===== src/transfer_decode_pkg.sv =====
// Constants and types shared by the data transfer decoder and its helpers.
// Assumes 16-bit instruction words and sixteen 32-bit general registers.
package transfer_decode_pkg;

   // Operand size codes, also the log2 of the byte count
   localparam logic [1:0] SIZE_BYTE = 2'h0;
   localparam logic [1:0] SIZE_WORD = 2'h1;
   localparam logic [1:0] SIZE_LONG = 2'h2;

   // Instruction field positions
   localparam int OPC_HI = 15;
   localparam int OPC_LO = 12;
   localparam int FN_HI = 11;
   localparam int FN_LO = 8;
   localparam int FM_HI = 7;
   localparam int FM_LO = 4;
   localparam int LOW_HI = 3;
   localparam int LOW_LO = 0;

   // Top nibble of each transfer group
   localparam logic [3:0] OPC_IDX_STORE = 4'h0;
   localparam logic [3:0] OPC_DISP_STL = 4'h1;
   localparam logic [3:0] OPC_IND_STORE = 4'h2;
   localparam logic [3:0] OPC_DISP_LDL = 4'h5;
   localparam logic [3:0] OPC_IND_LOAD = 4'h6;
   localparam logic [3:0] OPC_DISP_R0 = 4'h8;
   localparam logic [3:0] OPC_CTR_WORD = 4'h9;
   localparam logic [3:0] OPC_CTR_LONG = 4'hD;
   localparam logic [3:0] OPC_IMM = 4'hE;

   // Second nibble of the register-zero displacement group
   localparam logic [3:0] SUB_STB = 4'h0;
   localparam logic [3:0] SUB_STW = 4'h1;
   localparam logic [3:0] SUB_LDB = 4'h4;
   localparam logic [3:0] SUB_LDW = 4'h5;

   // Low nibble codes
   localparam logic [1:0] LOW_PLAIN = 2'h0;
   localparam logic [1:0] LOW_STEP = 2'h1;
   localparam logic [3:0] LOW_MOVE = 4'h3;
   localparam logic [3:0] LOW_IDX_B = 4'h4;
   localparam logic [3:0] LOW_IDX_W = 4'h5;

   localparam logic [3:0] REG_ZERO = 4'h0;
   localparam int DISP_W = 10;

   // Reset values
   localparam logic [31:0] IMM_RESET = 32'h0000_0000;
   localparam logic [9:0] DISP_RESET = 10'h000;

   // Addressing modes presented to execute
   typedef enum logic [3:0] {
      AM_NONE,
      AM_IMM,
      AM_PCREL,
      AM_REG,
      AM_IND,
      AM_PREDEC,
      AM_POSTINC,
      AM_DISP,
      AM_IDX
   } addr_mode_e;

   // Issue sequencing
   typedef enum logic [0:0] {
      ST_ISSUE,
      ST_STRETCH
   } stage_e;

   // Whole state of the decoder
   typedef struct packed {
      stage_e state;
      logic valid;
      logic hit;
      logic [1:0] size;
      addr_mode_e mode;
      logic [3:0] src;
      logic [3:0] dst;
      logic [9:0] disp;
      logic [31:0] imm;
      logic load;
      logic store;
      logic sext;
      logic wreg;
      logic upd_en;
      logic upd_dec;
      logic [2:0] upd_amt;
      logic tflag_we;
   } dec_state_s;

endpackage


===== src/transfer_field_decode.sv =====
// Pure decode of one 16-bit word into transfer class, size and register fields.
// Assumes the word is stable for the cycle in which it is sampled.
`timescale 1ns/100ps
`default_nettype none
module transfer_field_decode
(
   input wire logic [15:0] instr,
   output logic hit,
   output logic [1:0] size,
   output transfer_decode_pkg::addr_mode_e mode,
   output logic [3:0] src,
   output logic [3:0] dst,
   output logic [7:0] disp8,
   output logic load,
   output logic store
);
   logic [3:0] opc;
   logic [3:0] sub;
   logic [3:0] low;

   // Field split
   assign opc = instr[transfer_decode_pkg::OPC_HI:transfer_decode_pkg::OPC_LO];
   assign sub = instr[transfer_decode_pkg::FN_HI:transfer_decode_pkg::FN_LO];
   assign low = instr[transfer_decode_pkg::LOW_HI:transfer_decode_pkg::LOW_LO];

   // Class decode
   always_comb
   begin
      hit = 1'b1;
      size = transfer_decode_pkg::SIZE_LONG;
      mode = transfer_decode_pkg::AM_NONE;
      src = instr[transfer_decode_pkg::FM_HI:transfer_decode_pkg::FM_LO];
      dst = sub;
      disp8 = {4'h0, low};
      load = 1'b0;
      store = 1'b0;
      case (opc)
         transfer_decode_pkg::OPC_IMM:
         begin
            mode = transfer_decode_pkg::AM_IMM;
            disp8 = 8'h00;
         end
         transfer_decode_pkg::OPC_CTR_WORD, transfer_decode_pkg::OPC_CTR_LONG:
         begin
            mode = transfer_decode_pkg::AM_PCREL;
            size = (opc == transfer_decode_pkg::OPC_CTR_WORD) ? transfer_decode_pkg::SIZE_WORD
                                                              : transfer_decode_pkg::SIZE_LONG;
            disp8 = instr[7:0];
            load = 1'b1;
         end
         transfer_decode_pkg::OPC_IND_STORE, transfer_decode_pkg::OPC_IND_LOAD:
         begin
            size = low[1:0];
            store = (opc == transfer_decode_pkg::OPC_IND_STORE);
            load = ~store;
            disp8 = 8'h00;
            if (!store && low == transfer_decode_pkg::LOW_MOVE)
            begin
               mode = transfer_decode_pkg::AM_REG;
               size = transfer_decode_pkg::SIZE_LONG;
               load = 1'b0;
            end
            else if (low[3] || low[1:0] == 2'h3)
               hit = 1'b0;
            else if (low[3:2] == transfer_decode_pkg::LOW_PLAIN)
               mode = transfer_decode_pkg::AM_IND;
            else if (low[3:2] == transfer_decode_pkg::LOW_STEP)
               mode = store ? transfer_decode_pkg::AM_PREDEC
                            : transfer_decode_pkg::AM_POSTINC;
            else
               hit = 1'b0;
         end
         transfer_decode_pkg::OPC_DISP_STL, transfer_decode_pkg::OPC_DISP_LDL:
         begin
            mode = transfer_decode_pkg::AM_DISP;
            store = (opc == transfer_decode_pkg::OPC_DISP_STL);
            load = ~store;
         end
         transfer_decode_pkg::OPC_DISP_R0:
         begin
            mode = transfer_decode_pkg::AM_DISP;
            size = {1'b0, sub[0]};
            case (sub)
               transfer_decode_pkg::SUB_STB, transfer_decode_pkg::SUB_STW:
               begin
                  store = 1'b1;
                  src = transfer_decode_pkg::REG_ZERO;
                  dst = instr[transfer_decode_pkg::FM_HI:transfer_decode_pkg::FM_LO];
               end
               transfer_decode_pkg::SUB_LDB, transfer_decode_pkg::SUB_LDW:
               begin
                  load = 1'b1;
                  dst = transfer_decode_pkg::REG_ZERO;
               end
               default:
                  hit = 1'b0;
            endcase
         end
         transfer_decode_pkg::OPC_IDX_STORE:
         begin
            disp8 = 8'h00;
            if (low == transfer_decode_pkg::LOW_IDX_B || low == transfer_decode_pkg::LOW_IDX_W)
            begin
               mode = transfer_decode_pkg::AM_IDX;
               size = {1'b0, low[0]};
               store = 1'b1;
            end
            else
               hit = 1'b0;
         end
         default:
            hit = 1'b0;
      endcase
      if (!hit)
      begin
         mode = transfer_decode_pkg::AM_NONE;
         load = 1'b0;
         store = 1'b0;
      end
   end
endmodule
`default_nettype wire


===== src/transfer_operand_scale.sv =====
// Displacement scaling, literal extension and register step amount.
// Assumes size codes are byte, word or longword only.
`timescale 1ns/100ps
`default_nettype none
module transfer_operand_scale
(
   input wire logic [1:0] size,
   input wire logic [7:0] disp8,
   input wire logic [7:0] imm8,
   output logic [9:0] disp_scaled,
   output logic [31:0] imm32,
   output logic [2:0] step
);
   logic [9:0] unit;

   // Shift left by the size code
   function automatic logic [9:0] scale_by_size(input logic [9:0] v, input logic [1:0] code);
      logic [9:0] r;
      r = v;
      if (code == transfer_decode_pkg::SIZE_WORD)
         r = {v[8:0], 1'b0};
      else if (code == transfer_decode_pkg::SIZE_LONG)
         r = {v[7:0], 2'b00};
      return r;
   endfunction

   // Scaled operands
   always_comb
   begin
      disp_scaled = scale_by_size({2'b00, disp8}, size);
      unit = scale_by_size(10'h001, size);
      step = unit[2:0];
      imm32 = {{24{imm8[7]}}, imm8};
   end
endmodule
`default_nettype wire


===== src/data_transfer_decoder.sv =====
// Decode stage for 16-bit data transfer instructions with load-use and bus stalls.
// Assumes fetch presents words with valid/ready and execute consumes one per cycle.
//
// Behaviour
// - Register indices come from the four-bit fields, binary 0 to 15.
// - Each transfer issues in one cycle when nothing stalls.
// - Fetch and data access contending for the bus stretches the instruction.
// - Next instruction reading a just-loaded register gets a bubble.
// - Transfers never write the compare flag of the status word.
// - Displacement scaled by one, two or four per operand size.
// - Immediate move sign-extends the 8-bit literal to 32 bits.
// - Counter-relative loads use 8-bit displacement, word and longword forms.
// - Register move copies the whole source register, no memory access.
// - Indirect stores write source to address in destination, three sizes.
// - Indirect loads sign-extend byte and word, longword unchanged.
// - Pre-decrement stores reduce destination by 1, 2 or 4 first.
// - Post-increment loads add 1, 2 or 4 to source afterwards.
// - Displacement stores: byte/word from register zero, longword any source.
// - Displacement loads: byte/word into register zero, longword any destination.
// - Indexed stores address register zero plus destination, byte and word.
`timescale 1ns/100ps
`default_nettype none
module data_transfer_decoder
(
   input wire logic CLK,
   input wire logic RST_N,
   input wire logic CE,
   input wire logic INSTR_VALID,
   input wire logic [15:0] INSTR,
   output logic INSTR_READY,
   input wire logic FETCH_BUS_REQ,
   output logic DEC_VALID,
   output logic DEC_HIT,
   output logic DEC_STRETCH,
   output logic [1:0] OP_SIZE,
   output logic [3:0] ADDR_MODE,
   output logic [3:0] SRC_IDX,
   output logic [3:0] DST_IDX,
   output logic [9:0] DISP_SCALED,
   output logic [31:0] IMM_VALUE,
   output logic IS_LOAD,
   output logic IS_STORE,
   output logic SIGN_EXTEND,
   output logic REG_WRITE,
   output logic UPD_EN,
   output logic UPD_DEC,
   output logic [2:0] UPD_AMOUNT,
   output logic TFLAG_WRITE
);
   transfer_decode_pkg::dec_state_s st_r;
   transfer_decode_pkg::dec_state_s st_nxt;

   logic f_hit;
   logic [1:0] f_size;
   transfer_decode_pkg::addr_mode_e f_mode;
   logic [3:0] f_src;
   logic [3:0] f_dst;
   logic [7:0] f_disp8;
   logic f_load;
   logic f_store;
   logic [9:0] f_disp;
   logic [31:0] f_imm;
   logic [2:0] f_step;
   logic contend;
   logic load_use;
   logic rd_a_en;
   logic rd_b_en;
   logic rd_r0;

   // True when a read port names the register being loaded
   function automatic logic reads_reg(input logic en, input logic [3:0] idx,
      input logic [3:0] loaded);
      return en && (idx == loaded);
   endfunction

   transfer_field_decode u_fields
   (
      .instr(INSTR),
      .hit(f_hit),
      .size(f_size),
      .mode(f_mode),
      .src(f_src),
      .dst(f_dst),
      .disp8(f_disp8),
      .load(f_load),
      .store(f_store)
   );

   transfer_operand_scale u_scale
   (
      .size(f_size),
      .disp8(f_disp8),
      .imm8(INSTR[7:0]),
      .disp_scaled(f_disp),
      .imm32(f_imm),
      .step(f_step)
   );

   // Registers the incoming word reads; unknown words read both fields
   always_comb
   begin
      rd_a_en = 1'b1;
      rd_b_en = 1'b1;
      rd_r0 = 1'b0;
      if (f_hit)
      begin
         rd_a_en = (f_mode != transfer_decode_pkg::AM_IMM)
            && (f_mode != transfer_decode_pkg::AM_PCREL);
         rd_b_en = f_store;
         rd_r0 = (f_mode == transfer_decode_pkg::AM_IDX);
      end
   end

   // Stall causes
   assign contend = st_r.valid && (st_r.load || st_r.store) && FETCH_BUS_REQ
                    && (st_r.state == transfer_decode_pkg::ST_ISSUE);
   assign load_use = st_r.valid && st_r.load && INSTR_VALID
                     && (reads_reg(rd_a_en, f_hit ? f_src : INSTR[7:4], st_r.dst)
                         || reads_reg(rd_b_en, f_hit ? f_dst : INSTR[11:8], st_r.dst)
                         || reads_reg(rd_r0, transfer_decode_pkg::REG_ZERO, st_r.dst));
   assign INSTR_READY = CE && !contend && !load_use;

   // Next state
   always_comb
   begin
      st_nxt = st_r;
      if (CE)
      begin
         case (st_r.state)
            transfer_decode_pkg::ST_ISSUE:
               st_nxt.state = contend ? transfer_decode_pkg::ST_STRETCH
                  : transfer_decode_pkg::ST_ISSUE;
            transfer_decode_pkg::ST_STRETCH:
               st_nxt.state = transfer_decode_pkg::ST_ISSUE;
            default:
               st_nxt.state = transfer_decode_pkg::ST_ISSUE;
         endcase
         if (!contend)
         begin
            st_nxt.valid = INSTR_VALID && !load_use;
            if (INSTR_VALID && !load_use)
            begin
               st_nxt.hit = f_hit;
               st_nxt.size = f_size;
               st_nxt.mode = f_mode;
               st_nxt.src = f_src;
               st_nxt.dst = f_dst;
               st_nxt.disp = f_disp;
               st_nxt.imm = (f_mode == transfer_decode_pkg::AM_IMM) ? f_imm
                  : transfer_decode_pkg::IMM_RESET;
               st_nxt.load = f_load;
               st_nxt.store = f_store;
               st_nxt.sext = f_load && (f_size != transfer_decode_pkg::SIZE_LONG);
               st_nxt.wreg = f_load || f_mode == transfer_decode_pkg::AM_IMM
                             || f_mode == transfer_decode_pkg::AM_REG;
               st_nxt.upd_en = (f_mode == transfer_decode_pkg::AM_PREDEC)
                               || (f_mode == transfer_decode_pkg::AM_POSTINC);
               st_nxt.upd_dec = (f_mode == transfer_decode_pkg::AM_PREDEC);
               st_nxt.upd_amt = st_nxt.upd_en ? f_step : 3'h0;
               st_nxt.tflag_we = 1'b0;
            end
         end
      end
   end

   // State register
   always_ff @(posedge CLK or negedge RST_N)
   begin
      if (!RST_N)
      begin
         st_r <= '{state: transfer_decode_pkg::ST_ISSUE, mode: transfer_decode_pkg::AM_NONE,
                   disp: transfer_decode_pkg::DISP_RESET, imm: transfer_decode_pkg::IMM_RESET,
                   default: '0};
      end
      else
      begin
         st_r <= st_nxt;
      end
   end

   // Outputs straight from the state register
   assign DEC_VALID = st_r.valid;
   assign DEC_HIT = st_r.hit;
   assign DEC_STRETCH = (st_r.state == transfer_decode_pkg::ST_STRETCH);
   assign OP_SIZE = st_r.size;
   assign ADDR_MODE = st_r.mode;
   assign SRC_IDX = st_r.src;
   assign DST_IDX = st_r.dst;
   assign DISP_SCALED = st_r.disp;
   assign IMM_VALUE = st_r.imm;
   assign IS_LOAD = st_r.load;
   assign IS_STORE = st_r.store;
   assign SIGN_EXTEND = st_r.sext;
   assign REG_WRITE = st_r.wreg;
   assign UPD_EN = st_r.upd_en;
   assign UPD_DEC = st_r.upd_dec;
   assign UPD_AMOUNT = st_r.upd_amt;
   assign TFLAG_WRITE = st_r.tflag_we;

   // Checks
   a_field_index: assert property (@(posedge CLK) disable iff (!RST_N)
      (INSTR_READY && INSTR_VALID && INSTR[15:12] == 4'h6 && f_hit)
      |=> (SRC_IDX == $past(INSTR[7:4]))
          && (DST_IDX == $past(INSTR[11:8])))
      else $error("register index fields misdecoded");

   a_one_cycle_issue: assert property (@(posedge CLK) disable iff (!RST_N)
      (INSTR_READY && INSTR_VALID) |=> DEC_VALID && !DEC_STRETCH)
      else $error("accepted word not issued next cycle");

   a_contend_stretch: assert property (@(posedge CLK) disable iff (!RST_N)
      (CE && DEC_VALID && (IS_LOAD || IS_STORE) && FETCH_BUS_REQ && !DEC_STRETCH)
      |-> !INSTR_READY ##1 (DEC_VALID && DEC_STRETCH
          && $stable(DST_IDX) && $stable(ADDR_MODE)))
      else $error("bus contention did not stretch");

   a_load_use_bubble: assert property (@(posedge CLK) disable iff (!RST_N)
      (CE && DEC_VALID && IS_LOAD && INSTR_VALID && !DEC_STRETCH && !FETCH_BUS_REQ
       && INSTR[15:12] == 4'h6 && INSTR[7:4] == DST_IDX)
      |-> !INSTR_READY ##1 !DEC_VALID)
      else $error("load-use hazard not bubbled");

   a_tflag_kept: assert property (@(posedge CLK) disable iff (!RST_N)
      DEC_VALID |-> !TFLAG_WRITE)
      else $error("transfer wrote the compare flag");

   a_disp_long_scaled: assert property (@(posedge CLK) disable iff (!RST_N)
      (INSTR_READY && INSTR_VALID && INSTR[15:12] == 4'h1)
      |=> DISP_SCALED == {4'h0, $past(INSTR[3:0]), 2'b00})
      else $error("longword displacement not scaled by four");

   a_imm_sign_ext: assert property (@(posedge CLK) disable iff (!RST_N)
      (INSTR_READY && INSTR_VALID && INSTR[15:12] == 4'hE)
      |=> IMM_VALUE == {{24{$past(INSTR[7])}}, $past(INSTR[7:0])}
          && REG_WRITE)
      else $error("immediate not sign-extended");

   a_pcrel_long: assert property (@(posedge CLK) disable iff (!RST_N)
      (INSTR_READY && INSTR_VALID && INSTR[15:12] == 4'hD)
      |=> ADDR_MODE == 4'h2 && OP_SIZE == 2'h2 && IS_LOAD
          && DISP_SCALED == {$past(INSTR[7:0]), 2'b00})
      else $error("counter-relative longword misdecoded");

   a_predec_step: assert property (@(posedge CLK) disable iff (!RST_N)
      (DEC_VALID && ADDR_MODE == 4'h5)
      |-> UPD_EN && UPD_DEC && IS_STORE && UPD_AMOUNT == (3'h1 << OP_SIZE))
      else $error("pre-decrement step wrong");

   a_postinc_step: assert property (@(posedge CLK) disable iff (!RST_N)
      (DEC_VALID && ADDR_MODE == 4'h6)
      |-> UPD_EN && !UPD_DEC && IS_LOAD && UPD_AMOUNT == (3'h1 << OP_SIZE)
          && SIGN_EXTEND == (OP_SIZE != 2'h2))
      else $error("post-increment step wrong");

   a_move_no_mem: assert property (@(posedge CLK) disable iff (!RST_N)
      (DEC_VALID && ADDR_MODE == 4'h3)
      |-> !IS_LOAD && !IS_STORE && REG_WRITE && OP_SIZE == 2'h2)
      else $error("register move wrong");

   a_ind_store: assert property (@(posedge CLK) disable iff (!RST_N)
      (INSTR_READY && INSTR_VALID && INSTR[15:12] == 4'h2 && INSTR[3:2] == 2'h0 && INSTR[1:0] != 2'h3)
      |=> IS_STORE && ADDR_MODE == 4'h4 && OP_SIZE == $past(INSTR[1:0])
          && SRC_IDX == $past(INSTR[7:4]) && DST_IDX == $past(INSTR[11:8]))
      else $error("indirect store wrong");

   a_load_extend: assert property (@(posedge CLK) disable iff (!RST_N)
      (DEC_VALID && IS_LOAD)
      |-> REG_WRITE && SIGN_EXTEND == (OP_SIZE != 2'h2))
      else $error("load extension wrong");

   a_zero_store: assert property (@(posedge CLK) disable iff (!RST_N)
      (INSTR_READY && INSTR_VALID && INSTR[15:9] == 7'h40)
      |=> IS_STORE && SRC_IDX == 4'h0 && DST_IDX == $past(INSTR[7:4])
          && DISP_SCALED == ({6'h00, $past(INSTR[3:0])} << $past(INSTR[8])))
      else $error("zero-register store wrong");

   a_zero_load: assert property (@(posedge CLK) disable iff (!RST_N)
      (INSTR_READY && INSTR_VALID && INSTR[15:9] == 7'h42)
      |=> IS_LOAD && SIGN_EXTEND && DST_IDX == 4'h0 && SRC_IDX == $past(INSTR[7:4]))
      else $error("zero-register load wrong");

   a_idx_store: assert property (@(posedge CLK) disable iff (!RST_N)
      (DEC_VALID && ADDR_MODE == 4'h8)
      |-> IS_STORE && !UPD_EN && OP_SIZE != 2'h2 && DISP_SCALED == 10'h000)
      else $error("indexed store wrong");

   a_stretch_once: assert property (@(posedge CLK) disable iff (!RST_N)
      (CE && DEC_STRETCH)
      |=> !DEC_STRETCH)
      else $error("stretch too long");

   a_miss_quiet: assert property (@(posedge CLK) disable iff (!RST_N)
      (DEC_VALID && !DEC_HIT)
      |-> ADDR_MODE == 4'h0 && !IS_LOAD && !IS_STORE && !REG_WRITE && !UPD_EN)
      else $error("unknown word has effects");

   a_step_idle: assert property (@(posedge CLK) disable iff (!RST_N)
      (DEC_VALID && !UPD_EN)
      |-> UPD_AMOUNT == 3'h0 && !UPD_DEC)
      else $error("step without update");
endmodule
`default_nettype wire


===== config.mk =====
export PLATFORM = sky130hd
export DESIGN_NAME = data_transfer_decoder
export DESIGN_NICKNAME = d
export VERILOG_FILES = /design/src/transfer_decode_pkg.sv /design/src/transfer_field_decode.sv /design/src/transfer_operand_scale.sv /design/src/data_transfer_decoder.sv
export SDC_FILE = /design/constraint.sdc
export NUM_CORES = 1
export LEC_CHECK = 0
export BUFFER_PORTS_ARGS = -buffer_cell sky130_fd_sc_hd__buf_2
export CORE_ASPECT_RATIO = 0.5
export CORE_MARGIN = 4
export CORE_UTILIZATION = 46
export CTS_CLUSTER_DIAMETER = 80
export DETAILED_ROUTE_END_ITERATION = 7
export PLACE_DENSITY = 0.77
export SYNTH_ARGS = -nofsm -noshare
export SYNTH_HDL_FRONTEND = slang
export SYNTH_SLANG_ARGS = --single-unit

===== constraint.sdc =====
create_clock -name CLK -period 2.8 [get_ports CLK]
set_input_delay 0.56 -clock CLK [delete_from_list [all_inputs] [get_ports CLK]]
set_output_delay 0.56 -clock CLK [all_outputs]
set_load 0.02 [all_outputs]

Word-level counts from Yosys, hierarchy flattened

Index checks and enable logic that the tools add are counted.

Flip-flop bits (word level): 68
Bits of input ports: 21
Word-level logic and storage cells: 133

Equality and inequality tests: 28
Multiplexer cells: 44
Bitwise operators: 4
Reduce and logical (&&, ||, !) cells: 41

Operators with widths:

| operator           | number |
|---|---|
| $mux 4             | 11 |
| $eq 4x3->1 const B | 8 |
| $mux 32            | 1 |
| $eq 4x4->1 const B | 5 |
| $mux 10            | 2 |
| $pmux 4 s5         | 1 |
| $pmux 8 s2         | 1 |
| $logic_and 1x1->1  | 15 |
| $mux 1             | 15 |
| $eq 4x1->1 const B | 3 |
| $eq 4x2->1 const B | 3 |
| $logic_not 4->1    | 3 |
| $pmux 1 s4         | 3 |
| $reduce_or 2->1    | 5 |
| $mux 3             | 3 |
| $eq 4x4->1         | 2 |
| $logic_or 1x1->1   | 8 |
| $mux 2             | 4 |
| $pmux 2 s4         | 1 |
| $pmux 4 s2         | 1 |
| $reduce_or 4->1    | 2 |
| $reduce_or 5->1    | 1 |
| $eq 2x1->1 const B | 2 |
| $eq 2x2->1 const B | 2 |
| other kinds (10)   | 15 |

Longest topological paths before layout

Gate-level depths: netlist of run 1.

Depth in word-level cells: 18
Gate-level depth with buffers: 14

By module

From an unflattened synthesis of run 1, not the netlist that was laid out.

Cells, all modules: 424
Area, all modules: 3976.3 sq um

Modules (own cells, without submodules):

| module                 | times used | cells each | area each (sq um) | seq. area each (sq um) |
|---|---|---|---|---|
| data_transfer_decoder  | 1          | 280        | 3027.9            | 1701.6 |
| transfer_operand_scale | 1          | 68         | 480.5             | 0.0 |
| transfer_field_decode  | 1          | 76         | 467.9             | 0.0 |

Least setup slack after synthesis of run 1

OpenSTA, ideal clock, no wires.

Kind: input -> output
From: input INSTR[15]
To: output INSTR_READY
Data arrival time: 2424 ps
Path slack: -184 ps
Stages: 8
Buffers on the path: 2
Cells stage by stage: buf_4 or2_2 o32a_1 xnor2_2 o211ai_2 a31oi_4 buf_2 a21oi_1

Word-level cells in the longest chain between the ends: 17

Ends and longest elaborated chain:

| element                                  | RTL line                                                   | RTL |
|---|---|---|
| start, declared                          | data_transfer_decoder.sv:29                                | `input wire logic [15:0] INSTR,` |
| $eq 4x2->1                               | transfer_field_decode.sv:37, transfer_field_decode.sv:54   |  |
| $mux 2                                   | transfer_field_decode.sv:68                                | `mode = store ? transfer_decode_pkg::AM_PREDEC` |
| $mux 4                                   | transfer_field_decode.sv:67                                | `else if (low[3:2] == transfer_decode_pkg::LOW_STEP)` |
| $mux 4                                   | transfer_field_decode.sv:65                                | `else if (low[3:2] == transfer_decode_pkg::LOW_PLAIN)` |
| $mux 4                                   | transfer_field_decode.sv:63                                | `else if (low[3] \|\| low[1:0] == 2'h3)` |
| $mux 4                                   | transfer_field_decode.sv:57                                | `if (!store && low == transfer_decode_pkg::LOW_MOVE)` |
| $pmux 4 s5                               | transfer_field_decode.sv:37                                | `case (opc)` |
| $mux 4                                   | transfer_field_decode.sv:114                               | `if (!hit)` |
| $ne 4x1->1 or $ne 4x2->1 (tied branches) | data_transfer_decoder.sv:107, data_transfer_decoder.sv:108 |  |
| $logic_and 1x1->1                        | data_transfer_decoder.sv:108                               | `&& (f_mode != transfer_decode_pkg::AM_PCREL);` |
| $mux 1                                   | data_transfer_decoder.sv:105                               | `if (f_hit)` |
| $logic_and 1x1->1                        | data_transfer_decoder.sv:73                                | `return en && (idx == loaded);` |
| $logic_or 1x1->1                         | data_transfer_decoder.sv:119                               | `\|\| reads_reg(rd_b_en, f_hit ? f_dst : INSTR[11:8], st_r.dst)` |
| $logic_or 1x1->1 *                       | data_transfer_decoder.sv:120                               | `\|\| reads_reg(rd_r0, transfer_decode_pkg::REG_ZERO, st_r.dst));` |
| $logic_and 1x1->1 *                      | data_transfer_decoder.sv:118                               | `&& (reads_reg(rd_a_en, f_hit ? f_src : INSTR[7:4], st_r.dst)` |
| $logic_not 1->1 *                        | data_transfer_decoder.sv:121                               | `assign INSTR_READY = CE && !contend && !load_use;` |
| $logic_and 1x1->1 *                      | data_transfer_decoder.sv:121                               |  |
| end, declared                            | data_transfer_decoder.sv:30                                | `output logic INSTR_READY,` |

Every way passes the cells marked *; elsewhere a longest branch is shown, timed or not.

Worst setup path after layout of run 1

From: input INSTR[13]
To: output INSTR_READY

Same word-level chain as after synthesis.

==> results of run 1 <==
[cells in the final DEF, fill, tap and decap left out, types with 2 or more instances in the layout]
cell type / instances
a21o_1: 5
dfrtp_1: 44
nand3_1: 3
mux2_4: 3
xnor2_1: 4
a32oi_1: 2
clkbuf_16: 7
o21a_1: 2
buf_8: 2
a31oi_1: 4
o211ai_1: 2
nand2_1: 22
mux2i_1: 4
o31ai_2: 2
xor2_1: 3
a21oi_1: 5
nor2b_1: 2
buf_2: 84
o32a_1: 2
nor2_1: 17
a31oi_2: 2
o31ai_1: 5
buf_4: 63
o21ai_0: 36
a22o_1: 13
a21oi_2: 2
ha_1: 2
nand4_1: 7
buf_6: 6
o32ai_2: 2
nor4b_1: 2
nor4_1: 2
nor3_1: 7
o311ai_1: 3
inv_1: 11
[worst paths after layout]
check	to	slack, ns	cells past startpoint
max	INSTR_READY	-0.16	9
min	DST_IDX[1]$_DFFE_PN0P_	0.44	1
max reg2reg	UPD_AMOUNT[2]$_DFFE_PN0P_	0.25	11
min reg2reg	DISP_SCALED[8]$_DFFE_PN0P_	0.48	1
max in group asynchronous	IMM_VALUE[4]$_DFFE_PN0P_	1.73	1
min in group CLK	DISP_SCALED[8]$_DFFE_PN0P_	0.48	1
[state kept, by name, indices dropped and copies added, names as in the netlist]
name         flops
UPD_DEC          1
DEC_STRETCH      1
IS_LOAD          1
OP_SIZE          2
UPD_EN           1
UPD_AMOUNT       3
DISP_SCALED     10
DEC_VALID        1
DST_IDX          4
IS_STORE         1
SIGN_EXTEND      1
DEC_HIT          1
IMM_VALUE        8
ADDR_MODE        4
REG_WRITE        1
SRC_IDX          4
[layout make-up]
| cell class | count | area (sq um) | share of cell area |
|---|---|---|---|
| timing repair buffer | 159 | 1069 | 0.2784 |
| sequential | 44 | 1101 | 0.2868 |
| tap | 73 | 91.34 | 0.02379 |
| multi-input combinational | 196 | 1403 | 0.3654 |
| clock buffer | 6 | 128.9 | 0.03357 |
| inverter | 11 | 41.29 | 0.01076 |
| clock inverter | 1 | 5.005 | 0.001304 |
[worst max-delay path: stages]
cell and delay, ns:
buf_8 0.11, nor4b_4 0.37, and3b_2 0.33, a21oi_2 0.05, o32ai_2 0.33, o211ai_2 0.19
a31oi_4 0.25, a21oi_4 0.07, buf_6 0.13
[what timing repair did]
| action | 4_1_cts | 5_1_grt |
|---|---|---|
| gates resized for setup | 15 | 16 |
| setup buffers | 4 | 4 |
| pin swaps | 5 | 9 |
| gates cloned | 0 | 4 |
| setup endpoints to repair | 1 | 41 |
[layer usage]
| layer | wire (um) | global-route usage | share of wire | vias to the layer above |
|---|---|---|---|---|
| li1 | - | - | - | 1290 |
| met1 | 4481 | 0.3546 | 0.48 | 1358 |
| met2 | 3920 | 0.3467 | 0.42 | 146 |
| met3 | 817 | 0.07866 | 0.088 | 8 |
| met4 | 79 | 0.05255 | 0.0085 | 0 |
| met5 | 0 | 0 | 0 | - |
[per-stage QoR]
| step | TNS [ns] | instance area (sq um) |
|---|---|---|
| floorplan | 0 | 2786 |
| global placement | -5.742 | 3468 |
| detailed placement | -6.974 | 3468 |
| CTS | -0.1365 | 3684 |
| global route | -4.314 | 3839 |
| finish | -2.144 | 3839 |
[report_power, final]
part,total [uW],switching [uW],internal [uW]
clock,560,236,324
combinational,540,313,228
sequential,745,54.3,690
total,1850,603,1240
[logic make-up (layout without fill, tap and decap cells)]
logic type               count (synthesis)  after routing  share of synthesized area
AO/OA/AOI/OAI                           97             97                     0.2446
XOR/XNOR                                 8              8                    0.02798
adder cells (fa/ha/maj)                  2              2                   0.009024
buffers and inverters                   55            177                     0.1259
flip-flops                              44             44                     0.3971
multiplexers                             8              8                    0.03430
other                                    1              1                   0.001352
AND/OR/NAND/NOR                         79             80                     0.1597
[Yosys cell counts, drive strengths merged, types with 2 or more instances]
master  instances
nor3            7
dfrtp          44
nor4b           4
nand3           3
nand4           7
o32ai           2
nand2          23
nand2b          2
a21oi           8
o32a            2
clkbuf          6
inv            11
buf            38
xor2            3
ha              2
a22oi           2
o21a            2
a31oi           7
a22o           13
mux2            3
o211ai          3
a32oi           2
o21ai          37
o311ai          3
o31ai           7
nor4            2
nor2           19
nor2b           3
xnor2           5
mux2i           5
a21o            5
==> results.cfg, run 1 <==
[setup_path]
cp_max_fo = 5
crit_type = in2out
worstSetupEndpointType = output pin
required_ns = 2.24
critPathLaunchType = input pin
r2r_start = DST_IDX[0]$_DFFE_PN0P_
arrival_ns = 2.40
cp-startpoint = INSTR[13]

[cells_and_area]
num-fill-cells = 444
final_util = 0.6785
final_nets = 440
syn2layout_area_growth_pct = 38.45
antenna_cells = 0
drive_above_1_share = 0.4700
instances_no_fill = 490

[sta]
fin_crit_sh = 1.056
period_needed_ns = 2.956
slew_headroom = 0.3307
worst_slew_pin_slew_ns = 1.004
max_freq_ghz = 0.3383
fin_hold_ws_ns = 0.4359
rsz0062_at_grt = true
setup_ws_ns = -0.1560
hold_viol_final = 0
setup_viol = 36
drv_slew = 0
skew_ns = 0.008069

[die]
design.die.area_sq_mm = 0.007409
initial_core_util = 0.4900
fp-row-count = 19
dieWidth_um = 117.8
die_y_um = 62.90
ios = 91
coreArea_sq_mm = 0.005658

[global_routing]
grt_pass1_vias = 2644
grt_overflow = 0
grt_first_pass_wirelength_mm = 14.22
track_usage = 0.2421
grt_max_degree = 45
antenna_found_initial = 0

[synthesis]
yosys.area.top_type = dfrtp_1
synth_nets = 317
async_flop_share = 1.000
synth_cell_types = 56
avgSynthCellArea_sq_um = 9.431
synth_edf_count = 0
synth_seq_area_share = 0.3971
synth_cells = 294
synthTopCellsByArea = dfrtp_1 40%, buf_4 7.6%, o21ai_0 6.5%
synth-main-ff-cell = dfrtp_1
ys_warn_count = 0
ys_ff_latch = 44
synth_top_cell_area_share = 0.3971
syn_area_sq_mm = 0.002773

[placed_design]
place_ws_ns = -0.2088
gp_congestion = 0.9350
port_buffers = 89
dp_cells = 471
dp_hpwl_mm = 6.846

[clock_network]
h-tree-depth = 2
clock_latency_ns = 0.29
cts-buffers-inserted = 5
clockBufferDepth = 2
cts-root-buf = clkbuf_16
cts_hold_buf = 0
clkSinkCount = 44
cts_tree = built
clkTransAtPathRegs_ns = 0.06

[power]
p_per_area_mw_per_mm2 = 480.7
p_total_uw = 1845
peakVddDrop_mv = 0.3786
p_leak_uw = 0.002016

[routing]
route.detailed.drc = 0
viasPerCell = 5.718
drt-total-wl_mm = 9.299
ant_nets = 0
drtIter0Drc = 273
drtPass1Iterations = 5
wire_per_inst_um = 18.98
vias = 2802

[run_status]
status = finished with violations
violations = negative setup slack

[run]
max_cap_violations = 0

[worst_hold_path]
worstHoldPathType = in2async
(Power assumes the default switching activity.)
==> run 2, diff against run 1 <==
--- a/config.mk
+++ b/config.mk
@@ -8,10 +8,12 @@
 export BUFFER_PORTS_ARGS = -buffer_cell sky130_fd_sc_hd__buf_2
 export CORE_ASPECT_RATIO = 0.5
 export CORE_MARGIN = 4
-export CORE_UTILIZATION = 46
+export CORE_UTILIZATION = 50
 export CTS_CLUSTER_DIAMETER = 80
 export DETAILED_ROUTE_END_ITERATION = 7
-export PLACE_DENSITY = 0.77
+export PLACE_DENSITY = 0.78
+export RECOVER_POWER = 25
 export SYNTH_ARGS = -nofsm -noshare
 export SYNTH_HDL_FRONTEND = slang
+export SYNTH_HIERARCHICAL = 1
 export SYNTH_SLANG_ARGS = --single-unit
==> constraint.sdc (replaced) <==
create_clock -name CLK -period 2.8 [get_ports CLK]
set_input_delay 0.42 -clock CLK [delete_from_list [all_inputs] [get_ports CLK]]
set_output_delay 0.42 -clock CLK [all_outputs]
set_load 0.02 [all_outputs]
==> run 2 against run 1 <==
Effect of this change:
- the run still ends with negative setup slack left
- setup slack worse by 0.49 ns
- clock skew hardly changed
- synthesized area is 43% higher
- cell count is 33% higher
- hold slack worse by 0.091 ns
- clock power is 96% higher
- flip-flop and latch count is 24 higher
- routed wire length is 51% higher
- fmax is 14% lower
- critical endpoint is now DISP_SCALED[9]$_DFFE_PN0P_
- largest power group is now combinational cells
==> results.cfg, run 2 <==
[run_status]
status = finished with violations
violations = negative setup slack

[synthesis]
synth_top_cell_area_share = 0.4279
yosys.area.top_type = dfrtp_1
synth-main-ff-cell = dfrtp_1
synth.most_common_cell = nand2_1
syn_area_sq_mm = 0.003976
synth_cells = 424
avgSynthCellArea_sq_um = 9.378
ys_warn_count = 6
synth_seq_area_share = 0.4279
synth_cell_types = 51
synthTopCellsByArea = dfrtp_1 43%, nand2_1 8.8%, mux2_1 7.6%
ys_ff_latch = 68
synth_commonest_cells = 93 x nand2_1, 68 x dfrtp_1, 39 x o22ai_1, 38 x buf_4, 27 x mux2_1
async_flop_share = 1.000
synth_nets = 449
synth_edf_count = 0

[routing]
wire_per_inst_um = 21.45
drt-total-wl_mm = 14.03
route.detailed.drc = 0
drtIter0Drc = 628
vias = 3957
ant_nets = 0
drtPass1Iterations = 5
viasPerCell = 6.050

[die]
initial_core_util = 0.5291
design.die.area_sq_mm = 0.009530
dieWidth_um = 134.1
coreArea_sq_mm = 0.007515
fp-row-count = 22
die_y_um = 71.06
ios = 91

[sta]
worst_slew_pin_slew_ns = 1.485
setup_viol = 68
fin_setup_tns_ns = -34.36
period_needed_ns = 3.447
hold_viol_final = 0
fin_crit_sh = 1.231
rsz0062_at_grt = true
skew_ns = 0.007821
max_freq_ghz = 0.2901
drv_slew = 0
slew_headroom = 0.009860
setup_ws_ns = -0.6473

[power]
p_seq_frac = 0.336
clkPwrFrac = 0.305
switchingPower_uw = 1195
p_sw_frac = 0.3315
p_per_area_mw_per_mm2 = 641.0
peakVddDrop_mv = 0.3897
p_leak_uw = 0.002796
combPwrFrac = 0.360
p_total_uw = 3604
internal_power_uw = 2409

[global_routing]
track_usage = 0.2669
grt_pass1_vias = 3644
grt_first_pass_wirelength_mm = 19.73
antenna_found_initial = 0
grt_max_degree = 38
grt_overflow = 0

[placed_design]
place_ws_ns = -0.5486
port_buffers = 89
postPlaceCellArea_sq_mm = 0.004613
gp_congestion = 0.8381
dp_cells = 611
dp_hpwl_mm = 6.999

[setup_path]
crit_type = in2reg
cp_max_fo = 15
critPathLaunchType = input pin
required_ns = 3.01
arrival_ns = 3.66
worstSetupEndpointType = flip-flop

[cells_and_area]
largest_register_ffs = 32
instances_no_fill = 654
syn2layout_area_growth_pct = 41.41
final_nets = 568
fin_area_sq_mm = 0.005623
num-fill-cells = 500
layout_common_cells = 92 x nand2_1, 85 x buf_2, 68 x dfrtp_1, 52 x buf_4, 26 x mux2_4
layout_commonest_cell = nand2_1
drive_above_1_share = 0.4404

[clock_network]
clkTransAtPathRegs_ns = 0.05
clock_latency_ns = 0.34
h-tree-depth = 3
clockBufferDepth = 2
clkSinkCount = 68
cts-buffers-inserted = 9
cts_tree = built
cts-root-buf = clkbuf_16

[worst_hold_path]
worstHoldPathType = in2reg

[run]
max_cap_violations = 0
-- run 2: cell count changes in the layout (fill, tap and decap cells not counted), moves of 7 or more --
| cell | previous run | this run |
|---|---|---|
| nor2b_1 | 2 | 10 |
| mux2i_1 | 4 | 13 |
| o21ai_0 | 36 | 7 |
| o21ai_1 | 1 | 8 |
| clkbuf_16 | 7 | 15 |
| o22ai_2 | 0 | 14 |
| o22ai_1 | 0 | 25 |
| a22o_1 | 13 | 0 |
| dfrtp_1 | 44 | 68 |
| nand2_1 | 22 | 92 |
| mux2_4 | 3 | 26 |
| buf_4 | 63 | 52 |
-- run 2: worst paths after layout --
check	start	to	slack, ns	depth (start not counted)
min in group asynchronous	RST_N	DST_IDX[2]$_DFFE_PN0P_	0.43	1
max in group asynchronous	RST_N	IMM_VALUE[10]$_DFFE_PN0P_	0.69	2
max	INSTR[13]	DISP_SCALED[9]$_DFFE_PN0P_	-0.65	19
max reg2reg	DST_IDX[2]$_DFFE_PN0P_	DISP_SCALED[9]$_DFFE_PN0P_	0.28	10
min reg2reg	DISP_SCALED[8]$_DFFE_PN0P_	DISP_SCALED[8]$_DFFE_PN0P_	0.51	1
min	CE	DEC_STRETCH$_DFFE_PN0P_	0.34	2
-- run 2: power groups by stage --
stage | combinational (uW) | clock, uW | sequential [uW]
2_1_floorplan | 433 | 0 | 1350
3_3_place_gp | 868 | 0 | 1210
3_5_place_dp | 885 | 0 | 1210
4_1_cts | 1090 | 1100 | 1200
5_1_grt | 1360 | 1160 | 1220
6_report | 1300 | 1100 | 1210
-- run 2: what timing repair did --
action | CTS | global route
buffers inserted | 13 | 10
pin swaps | 10 | 16
hold buffers | 0 | 0
gates resized for setup | 38 | 45
gates cloned | 5 | 7
setup endpoints to repair | 68 | 68
-- run 2: worst max-delay path: stages --
cell and delay, ns:
buf_6 0.09, buf_4 0.12, buf_4 0.18, nor3b_1 0.16, a32oi_1 0.26, o211ai_1 0.23, buf_12 0.21, and2_1 0.16
nor2_1 0.16, and3_1 0.24, nor4_2 0.07, buf_4 0.15, buf_4 0.14, a211oi_4 0.27, nor2b_4 0.09, buf_6 0.14
buf_12 0.12, buf_16 0.13, mux2_4 0.30
-- run 2: kinds of logic after synthesis --
family | synth area share
compound gates | 0.1278
xor+xnor | 0.02423
fa+ha+maj | 0.01259
buf+inv | 0.1082
flops | 0.4279
mux | 0.1142
other cells | 0.0009431
simple gates | 0.1841
-- run 2: per-layer routing --
metal	vias up	GRT usage	wire length, um
met5	-	0	0
met4	0	0.1061	679
met3	83	0.08381	1439
met2	307	0.4259	6578
met1	1891	0.3423	5333
li1	1676	-	-
-- run 2: final cells by class --
cell class	instances	area [sq um]	share of cell area
antenna	1	2.502	0.0004450
tap	108	135.1	0.02403
multi-input combinational	289	2116	0.3763
sequential	68	1702	0.3026
clock buffer	10	239.0	0.04250
inverter	8	30.03	0.005340
timing repair buffer	167	1359	0.2417
clock inverter	3	40.04	0.007121
-- run 2: stage by stage --
step	hold WS, ns	utilization
final	0.3446	0.7483
after global routing	0.3412	0.7479
after CTS	0.09667	0.6988
after detailed placement	0.4478	0.6139
after global placement	0.4400	0.6139
after floorplan	0.1244	-
==> run 3, diff against run 2 <==
--- a/config.mk
+++ b/config.mk
@@ -5,13 +5,13 @@
 export SDC_FILE = /design/constraint.sdc
 export NUM_CORES = 1
 export LEC_CHECK = 0
-export BUFFER_PORTS_ARGS = -buffer_cell sky130_fd_sc_hd__buf_2
 export CORE_ASPECT_RATIO = 0.5
 export CORE_MARGIN = 4
-export CORE_UTILIZATION = 50
+export CORE_UTILIZATION = 55
 export CTS_CLUSTER_DIAMETER = 80
 export DETAILED_ROUTE_END_ITERATION = 7
-export PLACE_DENSITY = 0.78
+export DONT_BUFFER_PORTS = 1
+export PLACE_DENSITY = 0.7
 export RECOVER_POWER = 25
 export SYNTH_ARGS = -nofsm -noshare
 export SYNTH_HDL_FRONTEND = slang
==> constraint.sdc (replaced) <==
create_clock -name CLK -period 4.35 [get_ports CLK]
set_input_delay 0.6525 -clock CLK [delete_from_list [all_inputs] [get_ports CLK]]
set_output_delay 0.6525 -clock CLK [all_outputs]
set_load 0.02 [all_outputs]
==> run 3 against run 2 <==
Effect of this change:
- the flow now finishes without violations
- clock power decreased by 42%
- cell count decreased by 27%
- register-to-register slack improved by 1.5 ns
- first-iteration DRC count decreased by 71%
- routed wire length decreased by 33%
- non-clock buffer count decreased by 159
- hold slack got worse by 0.32 ns
- power decreased by 50%
- largest power group is now sequential cells
==> results.cfg, run 3 (synthesis results as in run 2) <==
[die]
die_y_um = 68.13
coreArea_sq_mm = 0.006858
fp-row-count = 21
design.die.area_sq_mm = 0.008737
ios = 91
dieWidth_um = 128.2
initial_core_util = 0.5798

[routing]
route.detailed.drc = 0
wl_met2_mm = 4.180
top_layer_used = met4
wire_per_inst_um = 19.68
vias = 2898
viasPerCell = 6.050
ant_nets = 0
drtIter0Drc = 184
drtPass1Iterations = 5
met3_length_mm = 1.021
drt-total-wl_mm = 9.428
routedLengthMet1_mm = 4.130

[clock_network]
cts_tree = built
clockBufferDepth = 2
clkTransAtPathRegs_ns = 0.05
cts_hold_buf = 0
cts_resized = 0
postCtsSetupRepairBufs = 0
clkSinkCount = 68
clock_latency_ns = 0.33
h-tree-depth = 3
cts-buffers-inserted = 9
cts-root-buf = clkbuf_16

[setup_path]
critPathLaunchType = input pin
cp_max_fo = 11
crit_type = in2out
worstSetupEndpointType = output pin
reg2reg_depth = 7
arrival_ns = 3.17
required_ns = 3.70

[placed_design]
gp_congestion = 0.9620
dp_cells = 463
port_buffers = 0
dp_hpwl_mm = 6.452

[sta]
max_freq_ghz = 0.2615
skew_ns = 0.005653
rsz0062_at_grt = false
period_needed_ns = 3.825
worst_slew_pin_slew_ns = 0.6033
hold_viol_final = 0
drv_slew = 0
fin_crit_sh = 0.8792
slew_headroom = 0.5941
fin_setup_tns_ns = 0
setup_viol = 0

[power]
p_total_uw = 1817
p_per_area_mw_per_mm2 = 451.1
p_sw_frac = 0.3256
clkPwrFrac = 0.353
switchingPower_uw = 591.6
peakVddDrop_mv = 0.2287
internal_power_uw = 1225
p_seq_frac = 0.488
p_leak_uw = 0.001770
combPwrFrac = 0.160

[global_routing]
grt_first_pass_wirelength_mm = 15.08
grt_max_degree = 69
grt_pass1_vias = 2860
track_usage = 0.2260
grt_overflow = 0
antenna_found_initial = 0

[run]
max_cap_violations = 0

[cells_and_area]
layout_commonest_cell = nand2_1
instances_no_fill = 479
layout_common_cells = 93 x nand2_1, 68 x dfrtp_1, 39 x o22ai_1, 27 x mux2_1, 15 x mux2i_1
final_nets = 409
drive_above_1_share = 0.07494
largest_register_ffs = 32
antenna_cells = 0
syn2layout_area_growth_pct = 1.290

[worst_hold_path]
worstHoldPathType = in2async

[run_status]
status = completed
run 3: changes by cell type in the layout (fill, tap and decap cells not counted), sizes merged:
cell and delta:
dlygate4sd3 +2, clkbuf -7, clkinv +1, buf -153, diode -1, bufinv -1
run 3: worst paths after layout:
path / slack (ns) / end / startpoint
min: 0.02 / IMM_VALUE[8]$_DFFE_PN0P_ / RST_N
max: 0.53 / INSTR_READY / INSTR[3]
max in group asynchronous: 3.30 / IMM_VALUE[18]$_DFFE_PN0P_ / RST_N
min in group CLK: 0.43 / DEC_STRETCH$_DFFE_PN0P_ / CE
min reg2reg: 0.65 / DISP_SCALED[1]$_DFFE_PN0P_ / DISP_SCALED[1]$_DFFE_PN0P_
max reg2reg: 1.76 / DST_IDX[0]$_DFFE_PN0P_ / DST_IDX[2]$_DFFE_PN0P_
run 3: power by group through the flow:
stage | sequential (uW) | clock [uW] | combinational [uW]
3_5_place_dp | 901 | 0 | 283
3_3_place_gp | 897 | 0 | 271
5_1_grt | 900 | 684 | 321
6_report | 886 | 641 | 290
2_1_floorplan | 869 | 0 | 273
4_1_cts | 890 | 651 | 286
run 3: per-stage QoR:
step	hold slack [ns]	utilization	setup slack [ns]	cell area, sq um
CTS	0.005637	0.5844	0.5976	4008
finish	0.02155	0.5873	0.5255	4028
global route	0.002389	0.5873	0.3012	4028
floorplan	0.3569	-	0.9620	3976
detailed placement	0.3584	0.5468	0.4494	3750
global placement	0.3585	0.5468	0.5709	3750
run 3: critical path: stages:
cell and delay (ns):
nor4bb_1 0.51, o211ai_1 0.16, o211ai_1 0.24, buf_4 0.30
o21a_1 0.21, nand2_1 0.07, o22a_1 0.21, nor4_2 0.44
nor2b_1 0.09, a21oi_1 0.16, nor2_1 0.13
run 3: routing by layer:
metal  vias to the layer above  global-route usage
met2                       140              0.3510
met4                         0             0.05291
met5                         -                   0
met1                      1386              0.2894
met3                        15              0.1068
li1                       1357                   -
run 3: layout make-up:
cell class                      instances  area [sq um]
Timing Repair Buffer                    8         65.06
Inverter                                8         30.03
Multi-Input combinational cell        289          1858
Fill cell                             538          2830
Sequential cell                        68          1702
Clock buffer                           11         242.7
Clock inverter                          3         15.01
Tap cell                               92         115.1
